--- src/shared/adcm_pkg.sv ---
// Shared constants for the converter digital comparator monitor
package adcm_pkg;

	// ----------------------------------------
	// Register byte addresses
	// ----------------------------------------
	localparam logic [3:0] ADDR_CTRL     = 4'h0;
	localparam logic [3:0] ADDR_LIMITS   = 4'h4;
	localparam logic [3:0] ADDR_IRQ_STAT = 4'h8;
	localparam logic [3:0] ADDR_IRQ_MASK = 4'hC;

	// ----------------------------------------
	// Control/status field positions
	// ----------------------------------------
	localparam int DIFF_LSB   = 16;
	localparam int IDENT_LSB  = 8;
	localparam int BIT_ENABLE = 7;
	localparam int BIT_IRQEN  = 6;
	localparam int BIT_FLAG   = 5;
	localparam int BIT_BTWN   = 4;
	localparam int BIT_HH     = 3;
	localparam int BIT_HL     = 2;
	localparam int BIT_LH     = 1;
	localparam int BIT_LL     = 0;
	localparam int LIM_HI_LSB = 16;
	localparam int IRQ_EVENT  = 0;

	// ----------------------------------------
	// Masks, limits and reset values
	// ----------------------------------------
	localparam logic [7:0]  CTRL_WMASK  = 8'hDF;
	localparam logic [7:0]  CTRL_RST    = 8'h00;
	localparam logic [31:0] LIMITS_RST  = 32'h0000_0000;
	localparam logic [5:0]  IDENT_MAX   = 6'h2C;
	localparam logic [5:0]  NORMAL_MAX  = 6'h1F;
	localparam logic [1:0]  RESP_OKAY   = 2'h0;
	localparam logic [1:0]  RESP_SLVERR = 2'h2;

endpackage

--- src/adcm_monitor.sv ---
// Converter digital comparator monitor with AXI4-Lite register access
// ----------------------------------------
// ----------------------------------------
//
// Decided for this implementation: the address map and the AXI4-Lite register port.
`timescale 1ns/1ps
module adcm_monitor #(
	parameter int RES_W = 12
) (
	// Clock and reset
	input  wire logic             MCLK_IN,
	input  wire logic             ARST_N_IN,
	// Converter result stream
	input  wire logic             RES_VALID_IN,
	input  wire logic [15:0]      RES_DATA_IN,
	input  wire logic [5:0]       RES_AIN_IN,
	input  wire logic             CVD_MODE_IN,
	input  wire logic             FRACTION_FORMAT_IN,
	input  wire logic [RES_W-1:0] CVD_POS_IN,
	input  wire logic [RES_W-1:0] CVD_NEG_IN,
	// AXI4-Lite write address and data
	input  wire logic             AWVALID_IN,
	output logic                  AWREADY_OUT,
	input  wire logic [3:0]       AWADDR_IN,
	input  wire logic             WVALID_IN,
	output logic                  WREADY_OUT,
	input  wire logic [31:0]      WDATA_IN,
	input  wire logic [3:0]       WSTRB_IN,
	// AXI4-Lite write response
	output logic                  BVALID_OUT,
	input  wire logic             BREADY_IN,
	output logic [1:0]            BRESP_OUT,
	// AXI4-Lite read
	input  wire logic             ARVALID_IN,
	output logic                  ARREADY_OUT,
	input  wire logic [3:0]       ARADDR_IN,
	output logic                  RVALID_OUT,
	input  wire logic             RREADY_IN,
	output logic [31:0]           RDATA_OUT,
	output logic [1:0]            RRESP_OUT,
	// Interrupt
	output logic                  IRQ_OUT
);

	// ----------------------------------------
	// Declarations
	// ----------------------------------------
	logic [7:0]  ctrl_q;
	logic        flag_q;
	logic [5:0]  ident_q;
	logic [15:0] diff_q;
	logic [31:0] limits_q;
	logic [7:0]  stat_q;
	logic [7:0]  mask_q;
	logic        bvalid_q;
	logic [1:0]  bresp_q;
	logic        rvalid_q;
	logic [31:0] rdata_q;
	logic [1:0]  rresp_q;

	logic        hit;
	logic [5:0]  hit_ain;
	logic [15:0] hit_diff;
	logic        hit_cvd;

	logic        wr_take;
	logic        rd_take;
	logic [3:0]  wr_addr;
	logic [3:0] rd_addr;
	logic        rd_clr;
	logic        irq_evt;
	logic        cmp_enable;
	logic        cmp_irq_enable;
	logic [31:0] ctrl_view;

	// Word aligned address, low two bits are ignored
	function automatic logic [3:0] word_addr(input logic [3:0] a);
		word_addr = {a[3:2], 2'b00};
	endfunction

	// Byte lane merge for a write
	function automatic logic [31:0] merge(input logic [31:0] old,
		input logic [31:0] nw, input logic [3:0] strb);
		merge = old;
		for (int i = 0; i < 4; i++) begin
			if (strb[i]) begin
				merge[i*8 +: 8] = nw[i*8 +: 8];
			end
		end
	endfunction

	// ----------------------------------------
	// Field aliases
	// ----------------------------------------
	assign cmp_enable     = ctrl_q[adcm_pkg::BIT_ENABLE];
	assign cmp_irq_enable = ctrl_q[adcm_pkg::BIT_IRQEN];

	assign ctrl_view = {diff_q, 2'b00, ident_q, ctrl_q[7:6], flag_q, ctrl_q[4:0]};

	// ----------------------------------------
	// Condition evaluator
	// ----------------------------------------
	// evaluation gated by enable
	adcm_cond_eval #(
		.RES_W(RES_W)
	) u_eval (
		.clk_in            (MCLK_IN),
		.rst_n_in          (ARST_N_IN),
		.sample_valid_in   (RES_VALID_IN),
		.sample_in         (RES_DATA_IN),
		.ain_in            (RES_AIN_IN),
		.cvd_mode_in       (CVD_MODE_IN),
		.fraction_format_in(FRACTION_FORMAT_IN),
		.cvd_pos_in        (CVD_POS_IN),
		.cvd_neg_in        (CVD_NEG_IN),
		.limit_low_in      (limits_q[15:0]),
		.limit_high_in     (limits_q[31:16]),
		.sel_in            (ctrl_q[4:0]),
		.cmp_enable_in     (cmp_enable),
		.hit_out           (hit),
		.ain_out           (hit_ain),
		.diff_out          (hit_diff),
		.cvd_out           (hit_cvd)
	);

	// ----------------------------------------
	// Bus handshakes
	// ----------------------------------------
	// Address and data are taken together; one write in flight
	assign wr_take     = AWVALID_IN && WVALID_IN && !bvalid_q;
	assign AWREADY_OUT = wr_take;
	assign WREADY_OUT  = wr_take;
	assign rd_take     = ARVALID_IN && !rvalid_q;
	assign ARREADY_OUT = !rvalid_q;
	assign wr_addr     = word_addr(AWADDR_IN);
	assign rd_addr     = word_addr(ARADDR_IN);

	assign rd_clr  = rd_take && (rd_addr == adcm_pkg::ADDR_CTRL);
	assign irq_evt = hit && cmp_enable && cmp_irq_enable;

	// ----------------------------------------
	// Control register
	// ----------------------------------------
	// Flag bit is masked out; writing it has no effect
	always_ff @(posedge MCLK_IN or negedge ARST_N_IN) begin
		if (!ARST_N_IN) begin
			ctrl_q <= adcm_pkg::CTRL_RST;
		end else if (wr_take && wr_addr == adcm_pkg::ADDR_CTRL && WSTRB_IN[0]) begin
			ctrl_q <= (WDATA_IN[7:0] & adcm_pkg::CTRL_WMASK)
				| (ctrl_q & ~adcm_pkg::CTRL_WMASK);
		end
	end

	// Limits register
	always_ff @(posedge MCLK_IN or negedge ARST_N_IN) begin
		if (!ARST_N_IN) begin
			limits_q <= adcm_pkg::LIMITS_RST;
		end else if (wr_take && wr_addr == adcm_pkg::ADDR_LIMITS) begin
			limits_q <= merge(limits_q, WDATA_IN, WSTRB_IN);
		end
	end

	// ----------------------------------------
	// Event flag
	// ----------------------------------------
	// disable clears, hit sets, set beats read clear
	always_ff @(posedge MCLK_IN or negedge ARST_N_IN) begin
		if (!ARST_N_IN) begin
			flag_q <= 1'b0;
		end else if (!cmp_enable) begin
			flag_q <= 1'b0;
		end else if (hit) begin
			flag_q <= 1'b1;
		end else if (rd_clr) begin
			flag_q <= 1'b0;
		end
	end

	always_ff @(posedge MCLK_IN or negedge ARST_N_IN) begin
		if (!ARST_N_IN) begin
			ident_q <= 6'h00;
		end else if (hit && cmp_enable) begin
			ident_q <= hit_ain;
		end
	end

	always_ff @(posedge MCLK_IN or negedge ARST_N_IN) begin
		if (!ARST_N_IN) begin
			diff_q <= 16'h0000;
		end else if (irq_evt && hit_cvd) begin
			diff_q <= hit_diff;
		end
	end

	// ----------------------------------------
	// Interrupt status and mask
	// ----------------------------------------
	// Write one to clear; a new event in the same cycle wins
	always_ff @(posedge MCLK_IN or negedge ARST_N_IN) begin
		if (!ARST_N_IN) begin
			stat_q <= 8'h00;
		end else begin
			stat_q <= stat_q;
			if (wr_take && wr_addr == adcm_pkg::ADDR_IRQ_STAT && WSTRB_IN[0]) begin
				stat_q <= stat_q & ~WDATA_IN[7:0];
			end
			if (irq_evt) begin
				stat_q[adcm_pkg::IRQ_EVENT] <= 1'b1;
			end
		end
	end

	// Mask register, one enables the matching status bit
	always_ff @(posedge MCLK_IN or negedge ARST_N_IN) begin
		if (!ARST_N_IN) begin
			mask_q <= 8'h00;
		end else if (wr_take && wr_addr == adcm_pkg::ADDR_IRQ_MASK && WSTRB_IN[0]) begin
			mask_q <= WDATA_IN[7:0];
		end
	end

	// Level interrupt
	assign IRQ_OUT = |(stat_q & mask_q);

	// ----------------------------------------
	// Write response
	// ----------------------------------------
	// Every write is answered OKAY; writes to unused offsets are dropped
	always_ff @(posedge MCLK_IN or negedge ARST_N_IN) begin
		if (!ARST_N_IN) begin
			bvalid_q <= 1'b0;
			bresp_q  <= adcm_pkg::RESP_OKAY;
		end else if (wr_take) begin
			bvalid_q <= 1'b1;
			bresp_q  <= adcm_pkg::RESP_OKAY;
		end else if (BREADY_IN) begin
			bvalid_q <= 1'b0;
		end
	end

	assign BVALID_OUT = bvalid_q;
	assign BRESP_OUT  = bresp_q;

	// ----------------------------------------
	// Read channel
	// ----------------------------------------
	// Data captured at address acceptance, held until taken
	always_ff @(posedge MCLK_IN or negedge ARST_N_IN) begin
		if (!ARST_N_IN) begin
			rvalid_q <= 1'b0;
			rdata_q  <= 32'h0000_0000;
			rresp_q  <= adcm_pkg::RESP_OKAY;
		end else if (rd_take) begin
			rvalid_q <= 1'b1;
			rresp_q  <= adcm_pkg::RESP_OKAY;
			case (rd_addr)
				adcm_pkg::ADDR_CTRL: begin
					rdata_q <= ctrl_view;
				end
				adcm_pkg::ADDR_LIMITS: begin
					rdata_q <= limits_q;
				end
				adcm_pkg::ADDR_IRQ_STAT: begin
					rdata_q <= {24'h000000, stat_q};
				end
				adcm_pkg::ADDR_IRQ_MASK: begin
					rdata_q <= {24'h000000, mask_q};
				end
				default: begin
					rdata_q <= 32'h0000_0000;
					rresp_q <= adcm_pkg::RESP_SLVERR;
				end
			endcase
		end else if (RREADY_IN) begin
			rvalid_q <= 1'b0;
		end
	end

	assign RVALID_OUT = rvalid_q;
	assign RDATA_OUT  = rdata_q;
	assign RRESP_OUT  = rresp_q;
endmodule // adcm_monitor

--- src/adcm_cond_eval.sv ---
// Result qualifier and condition evaluator for the comparator
`timescale 1ns/1ps
module adcm_cond_eval #(
	parameter int RES_W = 12
) (
	// Clock and reset
	input  wire logic             clk_in,
	input  wire logic             rst_n_in,
	// Result and context
	input  wire logic             sample_valid_in,
	input  wire logic [15:0]      sample_in,
	input  wire logic [5:0]       ain_in,
	input  wire logic             cvd_mode_in,
	input  wire logic             fraction_format_in,
	input  wire logic [RES_W-1:0] cvd_pos_in,
	input  wire logic [RES_W-1:0] cvd_neg_in,
	// Settings
	input  wire logic [15:0]      limit_low_in,
	input  wire logic [15:0]      limit_high_in,
	input  wire logic [4:0]       sel_in,
	input  wire logic             cmp_enable_in,
	// Registered verdict
	output logic                  hit_out,
	output logic [5:0]            ain_out,
	output logic [15:0]           diff_out,
	output logic                  cvd_out
);

	// Signed difference, left aligned to Q15 when fractional
	function automatic logic [15:0] fmt_diff(input logic [RES_W-1:0] p,
		input logic [RES_W-1:0] n, input logic frac);
		logic signed [RES_W:0] d;
		d = $signed({1'b0, p}) - $signed({1'b0, n});
		if (frac) begin
			fmt_diff = {d, {(15-RES_W){1'b0}}};
		end else begin
			fmt_diff = 16'($signed(d));
		end
	endfunction

	logic       ge_lo;
	logic       lt_hi;
	logic       id_ok;
	logic [4:0] cond;

	assign id_ok = cvd_mode_in ? (ain_in <= adcm_pkg::IDENT_MAX)
		: (ain_in <= adcm_pkg::NORMAL_MAX);
	assign ge_lo = sample_in >= limit_low_in;
	assign lt_hi = sample_in < limit_high_in;
	assign cond = {ge_lo && lt_hi, !lt_hi, lt_hi, ge_lo, !ge_lo};

	always_ff @(posedge clk_in or negedge rst_n_in) begin
		if (!rst_n_in) begin
			hit_out  <= 1'b0;
			ain_out  <= 6'h00;
			diff_out <= 16'h0000;
			cvd_out  <= 1'b0;
		end else begin
			hit_out  <= sample_valid_in && cmp_enable_in && id_ok && |(cond & sel_in);
			ain_out  <= ain_in;
			diff_out <= fmt_diff(cvd_pos_in, cvd_neg_in, fraction_format_in);
			cvd_out  <= cvd_mode_in;
		end
	end
endmodule // adcm_cond_eval

--- config.mk ---
export PLATFORM = sky130hd
export DESIGN_NAME = adcm_monitor
export DESIGN_NICKNAME = d
export VERILOG_FILES = /design/src/shared/adcm_pkg.sv /design/src/adcm_monitor.sv /design/src/adcm_cond_eval.sv
export SDC_FILE = /design/constraint.sdc
export NUM_CORES = 1
export LEC_CHECK = 0
export BUFFER_PORTS_ARGS = -buffer_cell sky130_fd_sc_hd__buf_2
export CAP_MARGIN = 30
export CELL_PAD_IN_SITES_DETAIL_PLACEMENT = 0
export CELL_PAD_IN_SITES_GLOBAL_PLACEMENT = 1
export CORE_AREA = 2 2 115 145
export CTS_CLUSTER_DIAMETER = 150
export DETAILED_ROUTE_END_ITERATION = 6
export DIE_AREA = 0 0 117 147
export GPL_TIMING_DRIVEN = 0
export PLACE_DENSITY_LB_ADDON = 0.15
export SYNTH_ARGS = -nofsm -noshare
export SYNTH_HDL_FRONTEND = slang
export SYNTH_SLANG_ARGS = --single-unit
--- constraint.sdc ---
create_clock -name MCLK_IN -period 2.21 [get_ports MCLK_IN]
set_input_delay 0.5525 -clock MCLK_IN [delete_from_list [all_inputs] [get_ports MCLK_IN]]
set_output_delay 0.5525 -clock MCLK_IN [all_outputs]
set_load 0.02 [all_outputs]
==> flow_summary.json <==
{
  "setup-violations-final": 0,
  "die_w_um": 117,
  "synthSimpleGateAreaFrac": 0.0649,
  "initial_core_util": 0.427,
  "dieArea_um2": 17200,
  "rsz0062_at_grt": "false",
  "worstMarginPinSlew_ns": 0.754,
  "antenna_found_initial": 1,
  "fillerInstances": 1453,
  "fmax_mhz": 484,
  "portBuffers": 132,
  "drc": 0,
  "synth_ff_type": "dfrtp_1",
  "vias_per_cell": 5.06,
  "syn2layout_area_growth_pct": 23.5,
  "syn_area_per_cell_um2": 11.9,
  "synthMuxAreaShare": 0.195,
  "layout_min_cycle_time_ns": 2.07,
  "vias": 4834,
  "synthAdderAreaFrac": 0.0820,
  "drt_iter0_drc": 183,
  "hold_viol_final": 0,
  "r2r-start": "limits_q[18]$_DFFE_PN0P_",
  "clock-root-buffer": "clkbuf_16",
  "synthCells": 570,
  "first_global_vias": 5095,
  "final_max_slew_viol_count": 0,
  "cts-buffers-inserted": 17,
  "hpwl_um": 13000,
  "status": "complete, no violations",
  "arrival_ns": 2.36,
  "grt.total_usage": 0.202,
  "startpoint_type": "flip-flop",
  "clk_latency_ns": 0.42,
  "finalWeightedCongestion": 0.808,
  "yosysUniqueCellTypes": 57,
  "synth_top_family_by_area": "multiplexers",
  "rows": 52,
  "design.portCount": 142,
  "cts_buffer_depth": 2,
  "power_density_nw_per_um2": 940,
  "core_um2": 15900,
  "synth-seq-cells": 137,
  "slew_headroom": 0.495,
  "cts_tree": "done",
  "firstDrtPassIters": 4,
  "synth_seq_area_share": 0.504,
  "fin_area_um2": 8410,
  "hold_path.class": "input port to asynchronous set/reset pin",
  "grt_first_pass_wirelength_um": 26100,
  "cp_max_fo": 3,
  "yosys-top-cells-count": "dfrtp_1, mux2_2, inv_1",
  "ctsHtreeMaxLevel": 4,
  "layout-drive-gt1-share": 0.373,
  "synth-compound-area-share": 0.0989,
  "yosysMostFrequentCell": "dfrtp_1",
  "synth_top_cell_area_share": 0.504,
  "fin_util": 0.527,
  "finalClockSkew_ns": 0.0133,
  "drtAntennaViolNets": 0,
  "wl_per_cell_um": 17.2,
  "finalCritPeriodShare": 0.935,
  "crit_start": "limits_q[18]$_DFFE_PN0P_",
  "yosys_warnings": 0,
  "placed_cell_area_um2": 7790,
  "grt.overflow.total": 0,
  "crit_path_end_kind": "flip-flop",
  "synthArstFlopShare": 1.00,
  "synth-xor-area-share": 0.0116,
  "finalWirelength_um": 16500,
  "clk_pin_slew_worst_paths_ns": 0.06,
  "leakagePower_nw": 4.23,
  "synthTopCellsByArea": "dfrtp_1, mux2_2, ha_1, mux2i_1, o21ai_0",
  "vdd_drop_max_uv": 534,
  "cts_sinks": 137,
  "crit_required_ns": 2.50,
  "nets": 869,
  "netlist_area_um2": 6810,
  "cts_setup_buffers": 0,
  "synth.largest_area_cell": "dfrtp_1",
  "maxCapViolations": 0,
  "synth_edf_count": 0,
  "path_class": "flip-flop to flip-flop",
  "die_h_um": 147,
  "grt_max_degree": 73
}
[layer usage]
layer / part of all wire / vias to the layer above / GRT usage
li1: - / 2320 / -
met1: 0.38 / 2375 / 0.227
met2: 0.54 / 116 / 0.364
met3: 0.045 / 23 / 0.0466
met4: 0.027 / 0 / 0.0794
met5: 0 / - / 0
[critical path, cell delays in order, from the launching register on]
cell       delay [ns]
dfrtp_1          0.36
inv_1            0.05
ha_1             0.30
a211o_1          0.31
a31oi_2          0.17
o21ai_2          0.12
a2111oi_2        0.36
o21ai_0          0.14
o2bb2ai_1        0.14
[layout make-up]
type / count / area (um2) / area share
flip-flops and latches: 137 / 3430 / 0.408
repair buffers: 134 / 699 / 0.0832
clock buffers: 19 / 433 / 0.0515
clock inverters: 13 / 146 / 0.0174
plain buffers: 21 / 104 / 0.0124
diodes: 1 / 2.50 / 0.000298
inverters: 51 / 191 / 0.0228
multi-input cells: 363 / 3130 / 0.372
well taps: 216 / 270 / 0.0322
[where the power goes]
part	internal, mW	leakage [nW]	switching, mW
clock network	1.67	0.267	1.10
logic	0.856	2.19	0.949
registers	3.00	1.77	0.325
[stage by stage]
| step | std cells | worst slack [ns] | power [mW] | hold WS, ns | setup TNS, ns |
|---|---|---|---|---|---|
| global placement | 920 | -1.23 | 5.07 | 0.457 | -171.84 |
| global route | 954 | 0.0198 | 8.35 | 0.169 | 0 |
| detailed placement | 922 | -0.288 | 5.15 | 0.465 | -7.33 |
| finish | 955 | 0.143 | 7.90 | 0.117 | 0 |
| floorplan | 572 | 0.0189 | 4.46 | 0.257 | 0 |
| CTS | 954 | 0.0195 | 7.96 | 0.136 | 0 |
[worst paths after layout]
path / end / slack, ns / depth (start not counted)
setup / recovery: u_eval.hit_out$_DFF_PN0_ / 0.14 / 8
hold / removal: RDATA_OUT[8]$_DFFE_PN0P_ / 0.12 / 1
setup reg to reg: u_eval.hit_out$_DFF_PN0_ / 0.14 / 8
hold reg to reg: diff_q[3]$_DFFE_PN0P_ / 0.48 / 1
max in group asynchronous: limits_q[30]$_DFFE_PN0P_ / 1.34 / 2
min in group MCLK_IN: u_eval.ain_out[4]$_DFF_PN0_ / 0.25 / 1
[repair_timing]
action / 4_1_cts / 5_1_grt
endpoints found under the hold margin: 0 / 0
setup endpoints to repair: 1 / 1
hold buffers: 0 / 0
pin swaps: 0 / 2
resized for setup: 1 / 8
[state kept, by name (all words and copies together), names as in the netlist]
name             flops
u_eval.ain_out       6
RVALID_OUT           1
diff_q              16
RRESP_OUT            1
u_eval.hit_out       1
u_eval.cvd_out       1
BVALID_OUT           1
stat_q               8
ctrl_q               7
limits_q            32
mask_q               8
RDATA_OUT           32
flag_q               1
u_eval.diff_out     16
ident_q              6
[cell usage in the layout, fill, tap and decap left out, types with 5 or more instances in the layout]
master	synthesis	final
inv_1	50	50
nor2_1	11	11
clkbuf_16	0	17
xnor2_1	8	8
buf_2	8	140
o21ai_0	39	37
dfrtp_1	137	137
nand4_1	5	5
a21boi_0	7	7
nand2b_1	5	5
clkinvlp_4	0	5
mux2i_1	28	28
mux4_2	8	8
a21oi_1	12	11
clkbuf_1	9	11
a21o_1	8	8
ha_1	43	43
nand2_1	46	46
mux2_2	77	77
and2_1	7	7
[kinds of logic after synthesis]
| group | after synthesis |
|---|---|
| compound gates | 102 |
| xor+xnor | 9 |
| fa+ha+maj | 44 |
| buf+inv | 72 |
| flops | 137 |
| mux | 113 |
| other cells | 1 |
| simple gates | 92 |
(Power assumes the default switching activity.)
